File: src/hw/lrc_pkg.sv
package lrc_pkg;
    // channel count: index 0 is the low-range channel 4, 1..3 are 5..7
    localparam int LRC_NCH = 4;
    // voltage code width
    localparam int LRC_VW = 6;
    // width of a target expressed in microvolts
    localparam int LRC_UVW = 22;
    // avalon byte address width
    localparam int LRC_AW = 10;
    // avalon data width
    localparam int LRC_DW = 32;
    // register indices; the byte address is four times the index
    localparam logic [3:0][7:0] LRC_VSEL_IDX = {8'h5E, 8'h5C, 8'h5A, 8'h58};
    localparam logic [3:0][7:0] LRC_CTRL_IDX = {8'h5F, 8'h5D, 8'h5B, 8'h59};
    // control register field positions
    localparam int LRC_CLAMP_BIT = 7;
    localparam int LRC_ALPM_BIT = 6;
    localparam int LRC_COMP_MSB = 5;
    localparam int LRC_COMP_LSB = 4;
    localparam int LRC_POK_BIT = 3;
    localparam int LRC_RSVD_BIT = 2;
    localparam int LRC_ADE_BIT = 1;
    localparam int LRC_SS_BIT = 0;
    // voltage register field position
    localparam int LRC_VCODE_MSB = 5;
    // reset values held until the factory defaults are loaded
    localparam logic [5:0] LRC_VCODE_RST = 6'h00;
    localparam logic [1:0] LRC_COMP_RST = 2'h0;
    localparam logic LRC_BIT_RST = 1'b0;
    localparam logic LRC_WAIT_RST = 1'b1;
    // compensation code for a capacitor placed at the regulator pins
    localparam logic [1:0] LRC_COMP_FAST = 2'h0;
    // transfer curves in microvolts
    localparam logic [21:0] LRC_LO_BASE_UV = 22'h061A80;
    localparam logic [21:0] LRC_LO_STEP_UV = 22'h0030D4;
    localparam logic [21:0] LRC_HI_BASE_UV = 22'h0C3500;
    localparam logic [21:0] LRC_HI_STEP_UV = 22'h00C350;
    // clock rate and ramp rates
    localparam int LRC_CLK_MHZ = 10;
    localparam int LRC_FAST_MV_PER_US = 100;
    localparam int LRC_SLOW_MV_PER_US = 5;
    // microvolts moved per clock cycle at each rate
    localparam logic [21:0] LRC_FAST_STEP_UV =
        22'(LRC_FAST_MV_PER_US * 1000 / LRC_CLK_MHZ);
    localparam logic [21:0] LRC_SLOW_STEP_UV =
        22'(LRC_SLOW_MV_PER_US * 1000 / LRC_CLK_MHZ);
endpackage

File: src/hw/lrc_chan.sv
`timescale 1ns/10ps
// one regulator channel: ramps the target and drives the discharge switch
module lrc_chan #(
    parameter bit LOW_RANGE = 1'b0 // selects the channel-4 transfer curve
) (
    input wire logic core_clk_i,
    input wire logic reset_n_i,
    input wire logic [lrc_pkg::LRC_VW-1:0] vcode_i,
    input wire logic ramp_slow_i,
    input wire logic discharge_en_i,
    input wire logic reg_enable_i,
    output logic [lrc_pkg::LRC_UVW-1:0] target_uv_o,
    output logic ramp_busy_o,
    output logic discharge_on_o
);
    import lrc_pkg::*;

    // whole channel state
    typedef struct packed {
        logic [LRC_UVW-1:0] cur; // ramped target
        logic busy; // target not yet at goal
        logic dis; // discharge resistor connected
    } lrc_chan_st_t;

    lrc_chan_st_t st_r;
    lrc_chan_st_t st_nxt;
    logic [LRC_UVW-1:0] goal; // where the ramp heads
    logic [LRC_UVW-1:0] step; // largest move per cycle
    logic [LRC_UVW-1:0] gap; // distance left to goal

    // next state: goal, ramp step and discharge switch
    always_comb begin
        st_nxt = st_r;
        goal = '0;
        // a disabled regulator heads to zero, so start-up ramps too
        if (reg_enable_i) begin
            if (LOW_RANGE) begin
                goal = LRC_LO_BASE_UV
                    + LRC_UVW'(vcode_i) * LRC_LO_STEP_UV;
            end else begin
                goal = LRC_HI_BASE_UV
                    + LRC_UVW'(vcode_i) * LRC_HI_STEP_UV;
            end
        end
        // one rate serves start-up and code changes alike
        step = ramp_slow_i ? LRC_SLOW_STEP_UV : LRC_FAST_STEP_UV;
        if (st_r.cur < goal) begin
            gap = goal - st_r.cur;
            st_nxt.cur = st_r.cur + ((gap > step) ? step : gap);
        end else begin
            gap = st_r.cur - goal;
            st_nxt.cur = st_r.cur - ((gap > step) ? step : gap);
        end
        st_nxt.busy = (st_nxt.cur != goal);
        // the resistor only ever closes with discharge on and output off
        st_nxt.dis = discharge_en_i & ~reg_enable_i;
    end

    // state register
    always_ff @(posedge core_clk_i or negedge reset_n_i) begin
        if (!reset_n_i) begin
            st_r <= '0;
        end else begin
            st_r <= st_nxt;
        end
    end

    assign target_uv_o = st_r.cur;
    assign ramp_busy_o = st_r.busy;
    assign discharge_on_o = st_r.dis;
endmodule

File: src/hw/lrc_regs.sv
`timescale 1ns/10ps
module lrc_regs (
    input wire logic core_clk_i,
    input wire logic reset_n_i,
    input wire logic [lrc_pkg::LRC_AW-1:0] avs_address_i,
    input wire logic avs_read_i,
    input wire logic avs_write_i,
    input wire logic [lrc_pkg::LRC_DW-1:0] avs_writedata_i,
    input wire logic [3:0] avs_byteenable_i,
    output logic [lrc_pkg::LRC_DW-1:0] avs_readdata_o,
    output logic avs_waitrequest_o,
    input wire logic [lrc_pkg::LRC_NCH-1:0][lrc_pkg::LRC_VW-1:0] otp_vcode_i,
    input wire logic [lrc_pkg::LRC_NCH-1:0][7:0] otp_ctrl_i,
    input wire logic [lrc_pkg::LRC_NCH-1:0] reg_enable_i,
    input wire logic [lrc_pkg::LRC_NCH-1:0] power_good_i,
    output logic [lrc_pkg::LRC_NCH-1:0][lrc_pkg::LRC_VW-1:0]
        output_voltage_code_o,
    output logic [lrc_pkg::LRC_NCH-1:0] overvoltage_clamp_enable_o,
    output logic [lrc_pkg::LRC_NCH-1:0] auto_low_power_enable_o,
    output logic [lrc_pkg::LRC_NCH-1:0][1:0]
        amplifier_compensation_select_o,
    output logic [lrc_pkg::LRC_NCH-1:0] ramp_rate_select_o,
    output logic [lrc_pkg::LRC_NCH-1:0] discharge_connect_o,
    output logic [lrc_pkg::LRC_NCH-1:0][lrc_pkg::LRC_UVW-1:0]
        regulator_output_target_o,
    output logic [lrc_pkg::LRC_NCH-1:0] ramp_busy_o
);
    import lrc_pkg::*;

    // register bank and bus state in one record
    typedef struct packed {
        logic [LRC_NCH-1:0][LRC_VW-1:0] vcode; // voltage codes
        logic [LRC_NCH-1:0] clamp; // overvoltage clamp enables
        logic [LRC_NCH-1:0] alpm; // auto low-power enables
        logic [LRC_NCH-1:0][1:0] comp; // compensation selects
        logic [LRC_NCH-1:0] ade; // active discharge enables
        logic [LRC_NCH-1:0] ss; // ramp rate selects
        logic [LRC_NCH-1:0] pok; // sampled power-good
        logic loaded; // factory defaults taken
        logic wreq; // waitrequest
        logic [LRC_DW-1:0] rdata; // read data
    } lrc_st_t;

    lrc_st_t st_r;
    lrc_st_t st_nxt;
    logic [7:0] idx; // register index from the byte address
    logic [LRC_NCH-1:0] hit_v; // voltage register selected
    logic [LRC_NCH-1:0] hit_c; // control register selected
    logic [7:0] rd; // read mux result
    logic req; // a transfer is on the bus
    logic ack; // this edge completes the transfer

    // address decode; low two address bits are ignored
    always_comb begin
        idx = avs_address_i[LRC_AW-1:2];
        hit_v = '0;
        hit_c = '0;
        for (int c = 0; c < LRC_NCH; c++) begin
            hit_v[c] = (idx == LRC_VSEL_IDX[c]);
            hit_c[c] = (idx == LRC_CTRL_IDX[c]);
        end
    end

    // read mux; unused and unmapped bits read as zero
    always_comb begin
        rd = 8'h00;
        for (int c = 0; c < LRC_NCH; c++) begin
            if (hit_v[c]) begin
                rd[LRC_VCODE_MSB:0] = st_r.vcode[c];
            end
            if (hit_c[c]) begin
                rd[LRC_CLAMP_BIT] = st_r.clamp[c];
                rd[LRC_ALPM_BIT] = st_r.alpm[c];
                rd[LRC_COMP_MSB:LRC_COMP_LSB] = st_r.comp[c];
                rd[LRC_POK_BIT] = st_r.pok[c];
                rd[LRC_RSVD_BIT] = 1'b0;
                rd[LRC_ADE_BIT] = st_r.ade[c];
                rd[LRC_SS_BIT] = st_r.ss[c];
            end
        end
    end

    // next state: defaults load, bus handshake and register writes
    always_comb begin
        st_nxt = st_r;
        req = avs_read_i | avs_write_i;
        ack = ~st_r.wreq;
        // power-good is synchronous already; one flop sets read timing
        st_nxt.pok = power_good_i;
        // factory defaults are taken at the first edge after reset
        if (!st_r.loaded) begin
            st_nxt.loaded = 1'b1;
            for (int c = 0; c < LRC_NCH; c++) begin
                st_nxt.vcode[c] = otp_vcode_i[c];
                st_nxt.clamp[c] = otp_ctrl_i[c][LRC_CLAMP_BIT];
                st_nxt.alpm[c] = otp_ctrl_i[c][LRC_ALPM_BIT];
                st_nxt.comp[c] =
                    otp_ctrl_i[c][LRC_COMP_MSB:LRC_COMP_LSB];
                st_nxt.ade[c] = otp_ctrl_i[c][LRC_ADE_BIT];
                st_nxt.ss[c] = otp_ctrl_i[c][LRC_SS_BIT];
            end
        end
        if (ack) begin
            // master samples waitrequest low now; raise it again
            st_nxt.wreq = 1'b1;
        end else if (req && st_r.loaded) begin
            // one wait cycle, then answer; unmapped reads return zero
            st_nxt.wreq = 1'b0;
            st_nxt.rdata = avs_read_i ? {24'h000000, rd} : '0;
        end
        // writes land at the completing edge, low byte lane only
        if (ack && avs_write_i && avs_byteenable_i[0]) begin
            for (int c = 0; c < LRC_NCH; c++) begin
                if (hit_v[c]) begin
                    st_nxt.vcode[c] =
                        avs_writedata_i[LRC_VCODE_MSB:0];
                end
                if (hit_c[c]) begin
                    // power-good is status: a write cannot change it
                    st_nxt.clamp[c] =
                        avs_writedata_i[LRC_CLAMP_BIT];
                    st_nxt.alpm[c] =
                        avs_writedata_i[LRC_ALPM_BIT];
                    st_nxt.comp[c] = avs_writedata_i[
                        LRC_COMP_MSB:LRC_COMP_LSB];
                    st_nxt.ade[c] =
                        avs_writedata_i[LRC_ADE_BIT];
                    st_nxt.ss[c] =
                        avs_writedata_i[LRC_SS_BIT];
                end
            end
        end
    end

    // state register; defaults hold until the load edge
    always_ff @(posedge core_clk_i or negedge reset_n_i) begin
        if (!reset_n_i) begin
            st_r <= '0;
            st_r.vcode <= {LRC_NCH{LRC_VCODE_RST}};
            st_r.comp <= {LRC_NCH{LRC_COMP_RST}};
            st_r.clamp <= {LRC_NCH{LRC_BIT_RST}};
            st_r.wreq <= LRC_WAIT_RST;
        end else begin
            st_r <= st_nxt;
        end
    end

    // bus and control outputs straight from the bank
    assign avs_readdata_o = st_r.rdata;
    assign avs_waitrequest_o = st_r.wreq;
    assign output_voltage_code_o = st_r.vcode;
    assign overvoltage_clamp_enable_o = st_r.clamp;
    assign auto_low_power_enable_o = st_r.alpm;
    assign amplifier_compensation_select_o = st_r.comp;
    assign ramp_rate_select_o = st_r.ss;

    // per-channel ramp and discharge; channel 4 uses the low curve
    genvar g;
    generate
        for (g = 0; g < LRC_NCH; g++) begin : g_ch
            lrc_chan #(
                .LOW_RANGE(g == 0)
            ) u_chan (
                .core_clk_i(core_clk_i),
                .reset_n_i(reset_n_i),
                .vcode_i(st_r.vcode[g]),
                .ramp_slow_i(st_r.ss[g]),
                .discharge_en_i(st_r.ade[g]),
                .reg_enable_i(reg_enable_i[g]),
                .target_uv_o(regulator_output_target_o[g]),
                .ramp_busy_o(ramp_busy_o[g]),
                .discharge_on_o(discharge_connect_o[g])
            );
        end
    endgenerate

    // per-channel checks
    generate
        for (g = 0; g < LRC_NCH; g++) begin : g_chk
            logic [LRC_UVW-1:0] prev_t;
            logic [LRC_UVW-1:0] delta;
            logic [LRC_UVW-1:0] lim;
            logic prev_ss; // rate in force when the last move was made
            always_ff @(posedge core_clk_i or negedge reset_n_i) begin
                if (!reset_n_i) begin
                    prev_t <= '0;
                    prev_ss <= 1'b0;
                end else begin
                    prev_t <= regulator_output_target_o[g];
                    prev_ss <= st_r.ss[g];
                end
            end
            always_comb begin
                delta = (regulator_output_target_o[g] > prev_t)
                    ? regulator_output_target_o[g] - prev_t
                    : prev_t - regulator_output_target_o[g];
                lim = prev_ss
                    ? LRC_SLOW_STEP_UV : LRC_FAST_STEP_UV;
            end

            if (g == 0) begin : g_lo

            end else begin : g_hi

            end
        end
    endgenerate
endmodule

File: config.mk
export PLATFORM = sky130hd
export DESIGN_NAME = lrc_regs
export DESIGN_NICKNAME = d
export VERILOG_FILES = /design/src/hw/lrc_pkg.sv /design/src/hw/lrc_chan.sv /design/src/hw/lrc_regs.sv
export SDC_FILE = /design/constraint.sdc
export NUM_CORES = 1
export LEC_CHECK = 0
export ABC_AREA = 1
export BUFFER_PORTS_ARGS = -buffer_cell sky130_fd_sc_hd__buf_2
export CORE_MARGIN = 2
export CORE_UTILIZATION = 30
export CTS_CLUSTER_SIZE = 12
export DETAILED_ROUTE_END_ITERATION = 6
export GPL_TIMING_DRIVEN = 0
export PLACE_DENSITY = 0.48
export SYNTH_ARGS = -nofsm -noshare
export SYNTH_HDL_FRONTEND = slang
export SYNTH_SLANG_ARGS = --single-unit
File: constraint.sdc
create_clock -name core_clk_i -period 24.6 [get_ports core_clk_i]
set_input_delay 3.69 -clock core_clk_i [delete_from_list [all_inputs] [get_ports core_clk_i]]
set_output_delay 3.69 -clock core_clk_i [all_outputs]
set_load 0.01 [all_outputs]
==> results of run 1 <==
worst max-delay path, delay by kind of cell:
kind,cells,cell delay [ps]
AND/OR/NAND/NOR,18,2530
AO/OA/AOI/OAI,9,2230
buffers and inverters,5,1330
adder cells (fa/ha/maj),4,1130
XOR/XNOR,2,530
flip-flops by register name (all words and copies together), names as in the netlist:
register                         flops
auto_low_power_enable_o              4
g_ch.u_chan.ramp_busy_o              4
overvoltage_clamp_enable_o           4
g_ch.u_chan.target_uv_o             88
avs_readdata_o                       8
st_r                                 9
ramp_rate_select_o                   4
output_voltage_code_o               24
amplifier_compensation_select_o      8
avs_waitrequest_o                    1
g_ch.u_chan.discharge_on_o           4
through the flow:
stage               hold WS [ps]   util
global route                 527  0.336
floorplan                    451      -
global placement             476  0.331
CTS                          501  0.336
detailed placement           482  0.331
finish                       494  0.336
kinds of logic (layout without fill, tap and decap cells):
group                      count (synthesis)  in the layout  share of synthesized area
AOI/OAI and AO/OA                        688            688                      0.125
buffers and inverters                   1012           1263                      0.137
DFF                                      158            158                      0.129
muxes                                     48             48                     0.0156
and+or+nand+nor                         2265           2265                      0.324
other                                      2             26                   0.000244
adders and majority gates                471            471                      0.199
xor gates and xnor gates                 248            248                     0.0713
routing by layer:
layer / global-route usage / up-vias / share of wire / wire, um
li1: - / 16157 / - / -
met1: 0.301 / 14259 / 0.49 / 55700
met4: 0.0582 / 8 / 0.022 / 2550
met5: 0 / - / 0.00044 / 50
met2: 0.347 / 673 / 0.44 / 50100
met3: 0.0335 / 100 / 0.050 / 5700
cell usage in the layout (no fill, tap or decap), types with 29 or more instances in the layout:
cell / synthesis / final
a21oi_1: 350 / 350
buf_2: 27 / 245
buf_4: 92 / 92
clkbuf_1: 29 / 29
dfrtp_1: 157 / 157
ha_1: 443 / 443
inv_1: 805 / 805
inv_2: 39 / 39
mux2i_1: 48 / 48
nand2_1: 1209 / 1209
nand2_2: 53 / 53
nand3_1: 300 / 300
nand4_1: 86 / 86
nor2_1: 417 / 417
nor3_1: 54 / 54
o21ai_0: 168 / 168
xnor2_1: 46 / 46
xor2_1: 200 / 200
path summary, 6_finish.rpt:
path / from / endpoint / slack [ps] / cells past startpoint
max in group asynchronous: reset_n_i / g_ch[2].u_chan.target_uv_o[20] / 20440 / 2
worst max-delay path: reg_enable_i[2] / g_ch[2].u_chan.ramp_busy_o / 13540 / 38
worst min register to register: avs_readdata_o[5] / avs_readdata_o[5] / 490 / 1
worst min-delay path: avs_readdata_o[5] / avs_readdata_o[5] / 490 / 1
min in group asynchronous: reset_n_i / g_ch[3].u_chan.target_uv_o[0] / 3160 / 1
worst max register to register: output_voltage_code_o[20] / g_ch[3].u_chan.ramp_busy_o / 14260 / 56
cell type report:
cell class                      count  area [sq um]  area share
Tap cell                         1368          1710      0.0500
Sequential cell                   158          3960       0.116
Buffer                            162          1010      0.0296
Timing Repair Buffer              220          1130      0.0331
Multi-Input combinational cell   3745         22700       0.662
Antenna cell                        1          2.50   0.0000731
Clock inverter                     14           128     0.00373
Inverter                          850          3190      0.0932
Clock buffer                       17           425      0.0124
cell usage after synthesis (all sizes together), types with 8 or more instances:
library cell / n
a21o: 15
or2: 29
o31ai: 10
nand3: 312
ha: 443
nand4: 87
o21ai: 196
mux2i: 48
nand2: 1272
xor2: 201
nand3b: 22
o22ai: 8
inv: 844
fa: 28
o211ai: 18
a21boi: 10
a21oi: 358
nor4: 9
o21bai: 19
nor3: 61
xnor2: 46
a31oi: 20
buf: 125
nor2: 459
dfrtp: 157
clkbuf: 37
==> results.sh, run 1 <==
export IMPL_synth_seq_area_share=0.129
export IMPL_avgRoutedWirePerCell_um=17.4
export IMPL_place_gp_congestion=0.931
export IMPL_syn_cell_area_sq_mm=0.0307
export IMPL_maxCapViolations=0
export IMPL_post_place_ws_ps=12970
export IMPL_final_area_sq_mm=0.0342
export IMPL_post_cts_resized=0
export IMPL_ant_nets=0
export IMPL_grt_overflow_total=0
export IMPL_max_slew_margin=0.0706
export IMPL_synth_edf_count=0
export IMPL_die_w_um=324
export IMPL_status="finished clean"
export IMPL_grt_usage=0.217
export IMPL_io_buffers=219
export IMPL_vias=31197
export IMPL_grt_max_degree=81
export IMPL_period_share=0.450
export IMPL_cts_tree="built"
export IMPL_setup_viol=0
export IMPL_rsz0062_at_grt="no"
export IMPL_post_dp_cell_area_sq_mm=0.0337
export IMPL_insertion_delay_ps=530
export IMPL_cts_buffer_depth=2
export IMPL_grt_pass1_wl_mm=174
export IMPL_initial_core_util=0.302
export IMPL_synth_top_cell_by_area="ha_1"
export IMPL_synth_area_per_cell_sq_um=6.28
export IMPL_final_setup_worst_slack_ps=13540
export IMPL_worstPathArrival_ps=11460
export IMPL_drtIter0Drc=2058
export IMPL_synth_cells=4892
export IMPL_fill_cells=11417
export IMPL_cts_root_buf="clkbuf_16"
export IMPL_numCtsBuffers=17
export IMPL_vias_per_cell=4.77
export IMPL_yosys_warnings=0
export IMPL_antenna_found_initial=6
export IMPL_fmax_ghz=0.0904
export IMPL_dpl_cell_count=6503
export IMPL_firstDrtPassIters=5
export IMPL_finalMaxSlewViolations=0
export IMPL_worstSetupPathType="input port to flip-flop"
export IMPL_cp_start_kind="input port"
export IMPL_post_cts_buffers=0
export IMPL_synth_top_area_frac=0.180
export IMPL_worst_pin_slew_ps=1390
export IMPL_ys_ff_latch=158
export IMPL_die_y_um=324
export IMPL_drcViolationCount=0
export IMPL_fin_skew_ps=19.7
export IMPL_core_sq_mm=0.102
export IMPL_hpwl_mm=98.8
export IMPL_cts_sinks=158
export IMPL_die_area_sq_mm=0.105
export IMPL_hold_path_class="flip-flop to flip-flop"
export IMPL_stdcell_count=6535
export IMPL_synthTopCellsByArea="ha_1, nand2_1, dfrtp_1, inv_1, a21oi_1"
export IMPL_layout_drive_gt1_share=0.114
export IMPL_boundaryPins=287
export IMPL_crit_path_end_kind="flip-flop"
export IMPL_rows=117
export IMPL_ys_async_sr_fraction=1.00
export IMPL_hold_viol_final=0
export IMPL_clkSlewWorstSetupHoldPaths_ps=80
export IMPL_synthDistinctLibCells=73
export IMPL_critPathMostFrequentCell="o21ai_0"
export IMPL_grt_pass1_vias=30151
export IMPL_tns_ps=0
export IMPL_slowest_delay_ps=500
export IMPL_synthFlopType="dfrtp_1"
export IMPL_syn_to_final_growth_pct=11.3
export IMPL_routed_wl_mm=114
export IMPL_htreeDepth=4
export IMPL_required_ps=25000
export IMPL_critPathMaxFanout=10
export IMPL_postCtsHoldBufs=0
export IMPL_nNetsFinal=5739
export IMPL_post_route_min_period_ps=11060
export IMPL_crit_slowest_cell="clkbuf_1"
Power of run 1 is left out: the tool's default activity adds up to more than one toggle a clock period on the data nets, which glitch-free logic cannot reach.
==> run 2: changes to the inputs <==
==> constraint.sdc (replaced) <==
create_clock -name core_clk_i -period 10.74 [get_ports core_clk_i]
set_input_delay 1.611 -clock core_clk_i [delete_from_list [all_inputs] [get_ports core_clk_i]]
set_output_delay 1.611 -clock core_clk_i [all_outputs]
set_load 0.01 [all_outputs]
==> run 2 against run 1 <==
  * Die area unchanged
  * Global-route usage unchanged
  * Register-to-register slack worse by 13000 ps
  * Via count about the same
  * Clock-buffer cell count unchanged
  * Cell area up 0.11%
  * First-iteration DRC count up 0.83%
  * Wire length about the same
  * Core utilization about the same
  * Clock skew down 0.78 ps
  * Cell count unchanged
  * Sequential share of layout area about the same
  * Critical path type is now flip-flop to flip-flop
==> results.sh, run 2 (same netlist as run 1, synthesis figures left out) <==
export IMPL_drcViolationCount=0
export IMPL_hpwl_mm=98.8
export IMPL_syn_to_final_growth_pct=11.5
export IMPL_worstSetupPathType="flip-flop to flip-flop"
export IMPL_critPathMostFrequentCell="nand2_1"
export IMPL_slowest_delay_ps=530
export IMPL_vias_per_cell=4.77
export IMPL_fin_skew_ps=19.0
export IMPL_drtIter0Drc=2075
export IMPL_max_slew_margin=0.0588
export IMPL_crit_slowest_cell="dfrtp_2"
export IMPL_period_share=0.928
export IMPL_largest_reg_flops=88
export IMPL_cts_root_buf="clkbuf_16"
export IMPL_cp_start_kind="flip-flop"
export IMPL_cts_sinks=158
export IMPL_grt_usage=0.217
export IMPL_crit_start="output_voltage_code_o[1]"
export IMPL_post_route_min_period_ps=9970
export IMPL_final_setup_worst_slack_ps=770
export IMPL_hold_viol_final=0
export IMPL_maxCapViolations=0
export IMPL_avgRoutedWirePerCell_um=17.4
export IMPL_cts_buffer_depth=2
export IMPL_rsz0062_at_grt="no"
export IMPL_io_buffers=219
export IMPL_die_y_um=324
export IMPL_die_w_um=324
export IMPL_firstDrtPassIters=6
export IMPL_crit_path_end_kind="flip-flop"
export IMPL_critPathTopFamily="simple AND/OR/NAND/NOR gates"
export IMPL_post_cts_buffers=0
export IMPL_routed_wl_mm=114
export IMPL_worst_pin_slew_ps=1410
export IMPL_cts_tree="built"
export IMPL_grt_max_degree=81
export IMPL_ant_nets=0
export IMPL_setup_viol=0
export IMPL_nNetsFinal=5739
export IMPL_boundaryPins=287
export IMPL_antenna_found_initial=6
export IMPL_initial_core_util=0.302
export IMPL_insertion_delay_ps=530
export IMPL_hold_start="avs_readdata_o[5]"
export IMPL_vias=31202
export IMPL_clkSlewWorstSetupHoldPaths_ps=80
export IMPL_layout_common_cells="nand2_1, inv_1, ha_1"
export IMPL_grt_pass1_vias=30151
export IMPL_post_place_ws_ps=316
export IMPL_worstPathArrival_ps=10360
export IMPL_path_buf_inv=9
export IMPL_htreeDepth=4
export IMPL_critPathMaxFanout=10
export IMPL_required_ps=11130
export IMPL_hold_path_class="flip-flop to flip-flop"
export IMPL_grt_pass1_wl_mm=174
export IMPL_layout_drive_gt1_share=0.116
export IMPL_fill_cells=11418
export IMPL_fmax_ghz=0.100
export IMPL_place_gp_congestion=0.931
export IMPL_timing_rr_start="output_voltage_code_o[1]"
export IMPL_die_area_sq_mm=0.105
export IMPL_status="finished clean"
export IMPL_final_common_cell="nand2_1"
export IMPL_finalMaxSlewViolations=0
export IMPL_tns_ps=0
export IMPL_core_sq_mm=0.102
export IMPL_numCtsBuffers=17
export IMPL_rows=117
export IMPL_grt_overflow_total=0
-- run 2: final timing paths --
check / endpoint / slack [ps] / depth (start not counted)
setup / recovery: g_ch[0].u_chan.ramp_busy_o / 770 / 57
min in group asynchronous: g_ch[3].u_chan.target_uv_o[0] / 1070 / 1
max in group asynchronous: output_voltage_code_o[2] / 8660 / 2
setup reg to reg: g_ch[0].u_chan.ramp_busy_o / 770 / 57
hold / removal: avs_readdata_o[5] / 490 / 1
hold reg to reg: avs_readdata_o[5] / 490 / 1
-- run 2: layout make-up --
cell class | count | area [sq um] | share of cell area
Sequential cell | 158 | 3970 | 0.116
Tap cell | 1368 | 1710 | 0.0499
Clock buffer | 17 | 425 | 0.0124
Antenna cell | 1 | 2.50 | 0.0000730
Buffer | 162 | 1010 | 0.0295
Clock inverter | 14 | 128 | 0.00372
Multi-Input combinational cell | 3745 | 22700 | 0.662
Inverter | 850 | 3190 | 0.0931
Timing Repair Buffer | 220 | 1130 | 0.0331
-- run 2: worst reg2reg max path: cells and delay by family (launching register included) --
kind / cells / cell delay, ps
AND/OR/NAND/NOR: 39 / 5270
adder cells (fa/ha/maj): 6 / 2420
buffers and inverters: 9 / 820
XOR/XNOR: 2 / 590
flip-flops: 1 / 530
AO/OA/AOI/OAI: 1 / 190
-- run 2: layer usage --
metal,up-vias,wire length [um],GRT usage,part of all wire
met5,-,50,0,0.00044
met4,8,2530,0.0582,0.022
met3,97,5880,0.0335,0.052
met2,711,50200,0.347,0.44
met1,14232,55300,0.301,0.49
li1,16154,-,-,-
-- run 2: stage by stage --
step	hold WS [ps]	cell area (sq um)	util	instances
6_report	494	34300	0.337	6535
3_3_place_gp	476	33600	0.331	6502
4_1_cts	501	34200	0.336	6534
3_5_place_dp	482	33700	0.331	6503
5_1_grt	527	34300	0.337	6534
2_1_floorplan	451	30800	-	4915
-- run 2: what timing repair did --
action                                  4_1_cts  5_1_grt
hold buffers                                  0        0
gates resized for setup                       0       23
endpoints found under the setup margin        0        6
Power of run 2 is left out for the same reason.
